[src/rtl/lsc_defines.vh]
`ifndef LSC_DEFINES_VH
`define LSC_DEFINES_VH

`define LSC_ADDR_W 5
`define LSC_DATA_W 16
`define LSC_LANES 4
`define LSC_DRIVE_ADDR 5'h07
`define LSC_RECV_ADDR 5'h08
`define LSC_DRIVE_RST 16'hDC04
`define LSC_RECV_RST 16'h0001

`define LSC_SWING_MSB 14
`define LSC_SWING_LSB 12
`define LSC_LOS_BIT 11
`define LSC_RXON_BIT 10
`define LSC_RXRATE_MSB 9
`define LSC_RXRATE_LSB 8
`define LSC_DE_MSB 7
`define LSC_DE_LSB 4
`define LSC_TXON_BIT 2
`define LSC_TXRATE_MSB 1
`define LSC_TXRATE_LSB 0

`define LSC_TXINV_BIT 15
`define LSC_RXINV_BIT 14
`define LSC_EQ_MSB 11
`define LSC_EQ_LSB 8
`define LSC_CDR_MSB 6
`define LSC_CDR_LSB 4
`define LSC_INTEST_BIT 3
`define LSC_OUTTEST_BIT 2

`define LSC_RATE_FULL 2'h0
`define LSC_RATE_HALF 2'h1
`define LSC_RATE_QUARTER 2'h2
`define LSC_RATE_RSVD 2'h3
`define LSC_EQ_MAXGAIN 4'h0
`define LSC_EQ_STEP_BIT 3
`define LSC_CDR_RSVD_PFX 2'h3
`define LSC_LPBK_OFF 2'h0
`define LSC_UPPER_LANE_MASK 4'hC

`endif

[src/rtl/lsc_lane_regs.v]
`timescale 1ns/1ps
`include "lsc_defines.vh"

// Private copy of both configuration words for one lane
module lsc_lane_regs #(
  parameter DATA_W = `LSC_DATA_W,
  parameter [DATA_W-1:0] DRIVE_RST = `LSC_DRIVE_RST,
  parameter [DATA_W-1:0] RECV_RST = `LSC_RECV_RST
) (
  input wire clk_i,
  input wire rst_n_i,
  input wire drive_we_i,
  input wire recv_we_i,
  input wire [DATA_W-1:0] wdata_i,
  output wire [DATA_W-1:0] drive_o,
  output wire [DATA_W-1:0] recv_o
);

  reg [DATA_W-1:0] drive_q;
  reg [DATA_W-1:0] recv_q;

  always @(posedge clk_i or negedge rst_n_i)
  begin
    if (!rst_n_i)
    begin
      drive_q <= DRIVE_RST;
      recv_q <= RECV_RST;
    end
    else
    begin
      if (drive_we_i)
      begin
        drive_q <= wdata_i;
      end
      if (recv_we_i)
      begin
        recv_q <= wdata_i;
      end
    end
  end

  assign drive_o = drive_q;
  assign recv_o = recv_q;

endmodule

[src/rtl/lsc_top.v]
`timescale 1ns/1ps
`include "lsc_defines.vh"

// Low-side lane configuration bank: per-lane storage, read mux and lane control decode
module lsc_top #(
  parameter LANES = `LSC_LANES,
  parameter ADDR_W = `LSC_ADDR_W,
  parameter DATA_W = `LSC_DATA_W
) (
  input wire clk_i,
  input wire rst_n_i,
  // Register port from the management frame decoder
  input wire [ADDR_W-1:0] reg_addr_i,
  input wire reg_wr_i,
  input wire [DATA_W-1:0] reg_wdata_i,
  output wire [DATA_W-1:0] reg_rdata_o,
  output wire reg_hit_o,
  output wire sel_valid_o,
  // Lane selector and channel-level controls from neighbouring registers
  input wire [LANES-1:0] lane_select_onehot_i,
  input wire ctrl_powerdown_i,
  input wire ser_2to1_mode_i,
  input wire deser_1to2_mode_i,
  input wire [1:0] far_loopback_select_i,
  // Channel power-down pin, asynchronous
  input wire channel_powerdown_n_i,
  // Per-lane controls to the analog lanes
  output wire [3*LANES-1:0] tx_amplitude_code_o,
  output wire [LANES-1:0] sig_loss_detect_en_o,
  output wire [LANES-1:0] rx_lane_on_o,
  output wire [2*LANES-1:0] rx_lane_speed_o,
  output wire [LANES-1:0] rx_speed_reserved_o,
  output wire [4*LANES-1:0] tx_deemph_code_o,
  output wire [LANES-1:0] tx_lane_on_o,
  output wire [2*LANES-1:0] tx_lane_speed_o,
  output wire [LANES-1:0] tx_speed_reserved_o,
  output wire [LANES-1:0] tx_polarity_swap_o,
  output wire [LANES-1:0] rx_polarity_swap_o,
  output wire [4*LANES-1:0] rx_equalizer_code_o,
  output wire [LANES-1:0] rx_eq_max_gain_o,
  output wire [3*LANES-1:0] rx_eq_zero_step_o,
  output wire [LANES-1:0] rx_eq_reserved_o,
  output wire [LANES-1:0] cdr_second_order_o,
  output wire [LANES-1:0] cdr_low_precision_o,
  output wire [LANES-1:0] cdr_threshold17_o,
  output wire [LANES-1:0] cdr_reserved_o,
  output wire [LANES-1:0] input_side_test_on_o,
  output wire [LANES-1:0] output_side_test_on_o,
  output wire [LANES-1:0] far_loopback_on_o
);

  // Power-down pin synchroniser
  reg pd_meta_q;
  reg pd_sync_q;

  always @(posedge clk_i or negedge rst_n_i)
  begin
    if (!rst_n_i)
    begin
      pd_meta_q <= 1'b0;
      pd_sync_q <= 1'b0;
    end
    else
    begin
      pd_meta_q <= channel_powerdown_n_i;
      pd_sync_q <= pd_meta_q;
    end
  end

  // Channel held down by the pin or by the control bit
  wire chan_down;
  assign chan_down = ~pd_sync_q | ctrl_powerdown_i;

  // Address decode
  wire hit_drive;
  wire hit_recv;
  assign hit_drive = (reg_addr_i == `LSC_DRIVE_ADDR);
  assign hit_recv = (reg_addr_i == `LSC_RECV_ADDR);
  assign reg_hit_o = hit_drive | hit_recv;

  // One-hot check on the selector
  wire sel_onehot;
  assign sel_onehot = (lane_select_onehot_i != {LANES{1'b0}}) &&
    ((lane_select_onehot_i & (lane_select_onehot_i - 1'b1)) == {LANES{1'b0}});
  assign sel_valid_o = sel_onehot;

  wire [DATA_W*LANES-1:0] drive_all;
  wire [DATA_W*LANES-1:0] recv_all;

  genvar g;
  generate
    for (g = 0; g < LANES; g = g + 1)
    begin : lane
      wire [DATA_W-1:0] drv;
      wire [DATA_W-1:0] rcv;

      lsc_lane_regs #(
        .DATA_W(DATA_W)
      ) u_regs (
        .clk_i(clk_i),
        .rst_n_i(rst_n_i),
        .drive_we_i(reg_wr_i & hit_drive & lane_select_onehot_i[g]),
        .recv_we_i(reg_wr_i & hit_recv & lane_select_onehot_i[g]),
        .wdata_i(reg_wdata_i),
        .drive_o(drv),
        .recv_o(rcv)
      );

      assign drive_all[g*DATA_W +: DATA_W] = drv;
      assign recv_all[g*DATA_W +: DATA_W] = rcv;

      // Upper lane pair is unused in the narrow serdes ratios
      wire upper_lane;
      assign upper_lane = |(`LSC_UPPER_LANE_MASK & (4'h1 << g));

      // Field extraction
      wire [2:0] swing;
      wire los_en;
      wire rx_en;
      wire [1:0] rx_rate;
      wire [3:0] deemph;
      wire tx_en;
      wire [1:0] tx_rate;
      wire tx_inv;
      wire rx_inv;
      wire [3:0] eq;
      wire [2:0] cdr;
      wire in_test;
      wire out_test;
      assign swing = drv[`LSC_SWING_MSB:`LSC_SWING_LSB];
      assign los_en = drv[`LSC_LOS_BIT];
      assign rx_en = drv[`LSC_RXON_BIT];
      assign rx_rate = drv[`LSC_RXRATE_MSB:`LSC_RXRATE_LSB];
      assign deemph = drv[`LSC_DE_MSB:`LSC_DE_LSB];
      assign tx_en = drv[`LSC_TXON_BIT];
      assign tx_rate = drv[`LSC_TXRATE_MSB:`LSC_TXRATE_LSB];
      assign tx_inv = rcv[`LSC_TXINV_BIT];
      assign rx_inv = rcv[`LSC_RXINV_BIT];
      assign eq = rcv[`LSC_EQ_MSB:`LSC_EQ_LSB];
      assign cdr = rcv[`LSC_CDR_MSB:`LSC_CDR_LSB];
      assign in_test = rcv[`LSC_INTEST_BIT];
      assign out_test = rcv[`LSC_OUTTEST_BIT];

      // Decoded lane controls, next values
      reg rx_on_d;
      reg tx_on_d;
      reg [1:0] rx_spd_d;
      reg rx_rsv_d;
      reg [1:0] tx_spd_d;
      reg tx_rsv_d;
      reg eq_max_d;
      reg [2:0] eq_step_d;
      reg eq_rsv_d;
      reg cdr_2nd_d;
      reg cdr_lowp_d;
      reg cdr_t17_d;
      reg cdr_rsv_d;

      always @*
      begin
        rx_on_d = rx_en & ~chan_down & ~(ser_2to1_mode_i & upper_lane);
        tx_on_d = tx_en & ~chan_down & ~(deser_1to2_mode_i & upper_lane);
        // Reserved rate codes, and the quarter-rate code on the transmit side, fall back to full rate and raise a flag
        rx_rsv_d = (rx_rate == `LSC_RATE_RSVD);
        rx_spd_d = rx_rsv_d ? `LSC_RATE_FULL : rx_rate;
        tx_rsv_d = (tx_rate == `LSC_RATE_RSVD) || (tx_rate == `LSC_RATE_QUARTER);
        tx_spd_d = tx_rsv_d ? `LSC_RATE_FULL : tx_rate;
        // Equalizer: max gain, stepped zero frequency, or reserved
        eq_max_d = (eq == `LSC_EQ_MAXGAIN);
        eq_rsv_d = ~eq[`LSC_EQ_STEP_BIT] & ~eq_max_d;
        eq_step_d = eq[`LSC_EQ_STEP_BIT] ? eq[2:0] : 3'h0;
        // Clock recovery loop mode decode
        cdr_rsv_d = 1'b0;
        cdr_2nd_d = 1'b0;
        cdr_lowp_d = 1'b0;
        cdr_t17_d = 1'b0;
        case (cdr)
          3'h0:
          begin
            cdr_t17_d = 1'b0;
          end
          3'h1:
          begin
            cdr_t17_d = 1'b1;
          end
          3'h2:
          begin
            cdr_2nd_d = 1'b1;
          end
          3'h3:
          begin
            cdr_2nd_d = 1'b1;
            cdr_t17_d = 1'b1;
          end
          3'h4:
          begin
            cdr_lowp_d = 1'b1;
          end
          3'h5:
          begin
            cdr_2nd_d = 1'b1;
            cdr_lowp_d = 1'b1;
            cdr_t17_d = 1'b1;
          end
          default:
          begin
            cdr_rsv_d = 1'b1;
          end
        endcase
      end

      // Registered lane controls
      reg [2:0] swing_q;
      reg los_q;
      reg rx_on_q;
      reg [1:0] rx_spd_q;
      reg rx_rsv_q;
      reg [3:0] de_q;
      reg tx_on_q;
      reg [1:0] tx_spd_q;
      reg tx_rsv_q;
      reg tx_inv_q;
      reg rx_inv_q;
      reg [3:0] eq_q;
      reg eq_max_q;
      reg [2:0] eq_step_q;
      reg eq_rsv_q;
      reg cdr_2nd_q;
      reg cdr_lowp_q;
      reg cdr_t17_q;
      reg cdr_rsv_q;
      reg in_test_q;
      reg out_test_q;
      reg lpbk_q;

      always @(posedge clk_i or negedge rst_n_i)
      begin
        if (!rst_n_i)
        begin
          swing_q <= 3'h0;
          los_q <= 1'b0;
          rx_on_q <= 1'b0;
          rx_spd_q <= 2'h0;
          rx_rsv_q <= 1'b0;
          de_q <= 4'h0;
          tx_on_q <= 1'b0;
          tx_spd_q <= 2'h0;
          tx_rsv_q <= 1'b0;
          tx_inv_q <= 1'b0;
          rx_inv_q <= 1'b0;
          eq_q <= 4'h0;
          eq_max_q <= 1'b0;
          eq_step_q <= 3'h0;
          eq_rsv_q <= 1'b0;
          cdr_2nd_q <= 1'b0;
          cdr_lowp_q <= 1'b0;
          cdr_t17_q <= 1'b0;
          cdr_rsv_q <= 1'b0;
          in_test_q <= 1'b0;
          out_test_q <= 1'b0;
          lpbk_q <= 1'b0;
        end
        else
        begin
          swing_q <= swing;
          los_q <= los_en & rx_on_d;
          rx_on_q <= rx_on_d;
          rx_spd_q <= rx_spd_d;
          rx_rsv_q <= rx_rsv_d;
          de_q <= deemph;
          tx_on_q <= tx_on_d;
          tx_spd_q <= tx_spd_d;
          tx_rsv_q <= tx_rsv_d;
          tx_inv_q <= tx_inv;
          rx_inv_q <= rx_inv;
          eq_q <= eq;
          eq_max_q <= eq_max_d;
          eq_step_q <= eq_step_d;
          eq_rsv_q <= eq_rsv_d;
          cdr_2nd_q <= cdr_2nd_d;
          cdr_lowp_q <= cdr_lowp_d;
          cdr_t17_q <= cdr_t17_d;
          cdr_rsv_q <= cdr_rsv_d;
          in_test_q <= in_test;
          out_test_q <= out_test;
          lpbk_q <= in_test & out_test & (far_loopback_select_i != `LSC_LPBK_OFF);
        end
      end

      assign tx_amplitude_code_o[3*g +: 3] = swing_q;
      assign sig_loss_detect_en_o[g] = los_q;
      assign rx_lane_on_o[g] = rx_on_q;
      assign rx_lane_speed_o[2*g +: 2] = rx_spd_q;
      assign rx_speed_reserved_o[g] = rx_rsv_q;
      assign tx_deemph_code_o[4*g +: 4] = de_q;
      assign tx_lane_on_o[g] = tx_on_q;
      assign tx_lane_speed_o[2*g +: 2] = tx_spd_q;
      assign tx_speed_reserved_o[g] = tx_rsv_q;
      assign tx_polarity_swap_o[g] = tx_inv_q;
      assign rx_polarity_swap_o[g] = rx_inv_q;
      assign rx_equalizer_code_o[4*g +: 4] = eq_q;
      assign rx_eq_max_gain_o[g] = eq_max_q;
      assign rx_eq_zero_step_o[3*g +: 3] = eq_step_q;
      assign rx_eq_reserved_o[g] = eq_rsv_q;
      assign cdr_second_order_o[g] = cdr_2nd_q;
      assign cdr_low_precision_o[g] = cdr_lowp_q;
      assign cdr_threshold17_o[g] = cdr_t17_q;
      assign cdr_reserved_o[g] = cdr_rsv_q;
      assign input_side_test_on_o[g] = in_test_q;
      assign output_side_test_on_o[g] = out_test_q;
      assign far_loopback_on_o[g] = lpbk_q;
    end
  endgenerate

  // Read mux: AND-OR over selected lanes, so a non one-hot selector gives merged data
  reg [DATA_W-1:0] rd_mux;
  integer i;

  always @*
  begin
    rd_mux = {DATA_W{1'b0}};
    for (i = 0; i < LANES; i = i + 1)
    begin
      if (lane_select_onehot_i[i])
      begin
        if (hit_drive)
        begin
          rd_mux = rd_mux | drive_all[i*DATA_W +: DATA_W];
        end
        else if (hit_recv)
        begin
          rd_mux = rd_mux | recv_all[i*DATA_W +: DATA_W];
        end
      end
    end
  end

  reg [DATA_W-1:0] rdata_q;

  always @(posedge clk_i or negedge rst_n_i)
  begin
    if (!rst_n_i)
    begin
      rdata_q <= {DATA_W{1'b0}};
    end
    else
    begin
      rdata_q <= rd_mux;
    end
  end

  assign reg_rdata_o = rdata_q;

endmodule

[config.mk]
export PLATFORM = sky130hd
export DESIGN_NAME = lsc_top
export DESIGN_NICKNAME = d
export VERILOG_FILES = /design/src/rtl/lsc_lane_regs.v /design/src/rtl/lsc_top.v
export VERILOG_INCLUDE_DIRS = /design/src /design/src/rtl
export SDC_FILE = /design/constraint.sdc
export NUM_CORES = 1
export LEC_CHECK = 0
export ABC_AREA = 1
export BUFFER_PORTS_ARGS = -buffer_cell sky130_fd_sc_hd__buf_2
export CAP_MARGIN = 10
export CELL_PAD_IN_SITES_DETAIL_PLACEMENT = 1
export CELL_PAD_IN_SITES_GLOBAL_PLACEMENT = 1
export CORE_MARGIN = 2
export CORE_UTILIZATION = 38
export DETAILED_ROUTE_END_ITERATION = 8
export MAX_ROUTING_LAYER = met4
export PLACE_DENSITY_LB_ADDON = 0.1
export SLEW_MARGIN = 30
export SYNTH_ARGS = -nofsm -noshare
export SYNTH_HDL_FRONTEND = slang
export SYNTH_HIERARCHICAL = 1
export SYNTH_SLANG_ARGS = --single-unit
[constraint.sdc]
create_clock -name clk_i -period 0.8 [get_ports clk_i]
set_input_delay 0.16 -clock clk_i [delete_from_list [all_inputs] [get_ports clk_i]]
set_output_delay 0.16 -clock clk_i [all_outputs]
set_load 0.1 [all_outputs]
==> flow_summary.yaml <==
status:
  status: "finished with violations"
  violations: "setup timing"
pwr:
  powerDensity_nw_per_um2: 2470
  ir_worst_vdd_mv: 1.80
  p_leak_nw: 9.27
  p_total_w: 0.0459
critical_path:
  crit_family: "flip-flops"
  cp-start-kind: "flip-flop"
  reg2reg_to: "reg_rdata_o[5]$_DFF_PN0_"
  rrSetupSlack_ns: -0.29
  cp_slowest_cell: "dfrtp_4"
  required_ns: 0.64
  crit_arrival_ns: 1.26
  slowest_delay_ns: 0.51
  reg2regPathDepth: 6
  path_buf_inv: 1
  crit_path_max_fanout: 1
  path_class: "flip-flop to output port"
  worstPathCellList: "buf_12"
  worstSetupEndpointType: "output port"
  crit-reg2reg-launch: "lane[0].u_regs/recv_o[5]$_DFFE_PN0P_"
logic_synthesis:
  synthTopCellsByArea: "dfrtp_1 56%, nand2_1 21%, dfstp_2 6.5%"
  syn_inst: 1243
  synth-simple-area-share: 0.265
  syn_area_per_cell_um2: 9.11
  synth_common_cells: "639 x nand2_1, 254 x dfrtp_1, 113 x nor2_1, 81 x buf_4, 56 x inv_1"
  synth_largest_area_cell: "dfrtp_1"
  ys_ff_latch: 282
  yosys_warnings: 6
  synth_fa_ha_area_frac: 0
  netlist.area_leader.share: 0.561
  synth_cell_type_count: 25
  synth.area.mux_share: 0
  synth-compound-area-share: 0.00243
  synth_most_common_cell: "nand2_1"
  synth_xor_area_frac: 0
  ys.flop_type: "dfrtp_1"
  syn-cell-area_um2: 11300
  ys_seq_area_frac: 0.626
  ys_async_sr_fraction: 1.00
  synth_top_family_by_area: "simple AND/OR/NAND/NOR gates"
  synth_enable_flop_cells: 0
drt:
  viasPerCell: 4.74
  detail-route-antenna-nets: 0
  routed-via-count: 9483
  drc: 0
  wl_per_cell_um: 19.4
  drt_iter0_markers: 342
  drt_pass1_iterations: 4
  routed_wirelength_um: 38700
placed_design:
  pre_cts_slack_ns: -0.650
  dpl.hpwl_um: 25600
  port_buffers: 187
  placed_area_um2: 16300
  gp_congestion: 0.798
cells_and_area:
  syn_to_final_growth_pct: 64.2
  multi_input_area_um2: 3700
  fin_util: 0.631
  drive_above_1_share: 0.467
  nets: 1621
  fin_area_um2: 18600
  fill_cells: 3101
  regArea_um2: 7430
run:
  cap_viol_max_count: 0
sta:
  rsz0062_at_grt: "yes"
  setup_viol: 269
  fin_skew_ns: 0.0119
  final_hold_viol_count: 0
  worst_slack_ns: -0.622
  drv_slew: 0
  fmax_ghz: 0.703
  final.min_clock_period_ns: 1.42
  fin_crit_sh: 1.78
die:
  die_height_um: 177
  initial_core_util: 0.384
  die_area_um2: 31200
  rows: 63
  die_w_um: 177
  fp.coreArea_um2: 29500
  ios: 188
clock_network:
  numCtsBuffers: 29
  cts_root_buf: "clkbuf_16"
  clkLatencyLatePin_ns: 0.56
  htree_levels: 1
  cts_sinks: 282
  cts_tree: "done"
  clkTransAtPathRegs_ns: 0.07
  ctsLongestPathBuffers: 3
global_routing:
  gr-total-overflow: 0
  antenna_found_initial: 1
  grt_pass1_wl_um: 57800
  grt_pass1_vias: 10500
  grtUsageTotal: 0.247
  grt_max_degree: 50
hold_path:
  hp-class: "primary input to async pin"
how the worst max path moves through the flow:
stage                              from                               endpoint  cells past startpoint
5_1_grt        reg_rdata_o[6]$_DFF_PN0_                         reg_rdata_o[6]                      1
3_5_place_dp              reg_addr_i[0]  lane[1].u_regs/drive_o[4]$_DFFE_PN0P_                      9
3_3_place_gp              reg_addr_i[0]  lane[1].u_regs/drive_o[5]$_DFFE_PN0P_                      9
2_1_floorplan   lane_select_onehot_i[0]                            sel_valid_o                      5
4_1_cts        reg_rdata_o[7]$_DFF_PN0_                         reg_rdata_o[7]                      1
6_report       reg_rdata_o[6]$_DFF_PN0_                         reg_rdata_o[6]                      1
repair_timing:
action / in CTS / in global routing
hold buffers: 22 / 0
gates cloned: 0 / 2
gates resized for setup: 118 / 186
pin swaps: 54 / 97
setup buffers: 24 / 39
setup endpoints to repair: 246 / 343
hold endpoints to repair: 418 / 0
kinds of logic (layout without fill, tap and decap cells):
| family | Yosys count | count (layout) |
|---|---|---|
| and+or+nand+nor | 778 | 778 |
| buffers and inverters | 177 | 541 |
| AOI/OAI and AO/OA | 5 | 5 |
| other | 1 | 5 |
| DFF | 282 | 282 |
through the flow:
step                hold WS [ns]  std cells  setup TNS (ns)
global route              0.0474       2001         -102.81
global placement          0.0164       1887          -74.78
detailed placement        0.0189       1887          -81.83
CTS                      0.00265       1984          -90.72
finish                    0.0385       2001          -90.99
floorplan                 -0.136       1246          -47.93
layout make-up:
| type | instances | area share |
|---|---|---|
| clock inverters | 8 | 0.00256 |
| repair buffers | 421 | 0.309 |
| clock buffers | 46 | 0.0457 |
| well taps | 390 | 0.0262 |
| inverters | 65 | 0.0175 |
| flip-flops and latches | 282 | 0.400 |
| diodes | 1 | 0.000135 |
| repair inverters | 1 | 0.000471 |
| multi-input cells | 787 | 0.199 |
metal layers:
layer	wire, µm	part of all wire	GRT usage	vias up
li1	-	-	-	4339
met1	14900	0.38	0.288	4822
met2	20800	0.54	0.431	241
met3	1910	0.049	0.0412	81
met4	1150	0.030	0.0882	0
met5	0	0	-	-
report_power, final:
group	internal, W	total (W)	switching (W)
sequential	0.0163	0.0177	0.00138
combinational	0.00579	0.0153	0.00946
clock	0.00726	0.0130	0.00569
cells in the final DEF, fill, tap and decap left out, types with 6 or more instances in the layout:
| cell | count |
|---|---|
| nor2_1 | 79 |
| inv_2 | 13 |
| dfrtp_2 | 7 |
| nor2_2 | 20 |
| inv_4 | 9 |
| dfstp_2 | 28 |
| buf_4 | 121 |
| clkbuf_16 | 30 |
| inv_6 | 6 |
| inv_1 | 34 |
| nor2_4 | 15 |
| buf_6 | 66 |
| dlygate4sd3_1 | 22 |
| nand2_4 | 17 |
| clkinv_2 | 6 |
| buf_8 | 6 |
| clkbuf_1 | 11 |
| dfrtp_1 | 159 |
| nand2_2 | 85 |
| dfrtp_4 | 88 |
| nand2_1 | 540 |
| buf_2 | 23 |
| buf_12 | 182 |
| clkbuf_8 | 6 |
registers in the layout, indices dropped and copies added (netlist names), 8 cells and up:
| signal | flops |
|---|---|
| lane.eq_step_q | 12 |
| lane.eq_q | 16 |
| lane.u_regs/drive_o | 64 |
| lane.u_regs/recv_o | 64 |
| lane.rx_spd_q | 8 |
| lane.tx_spd_q | 8 |
| lane.swing_q | 12 |
| reg_rdata_o | 16 |
| lane.de_q | 16 |
Note: power is estimated with default switching activity, not from simulation.
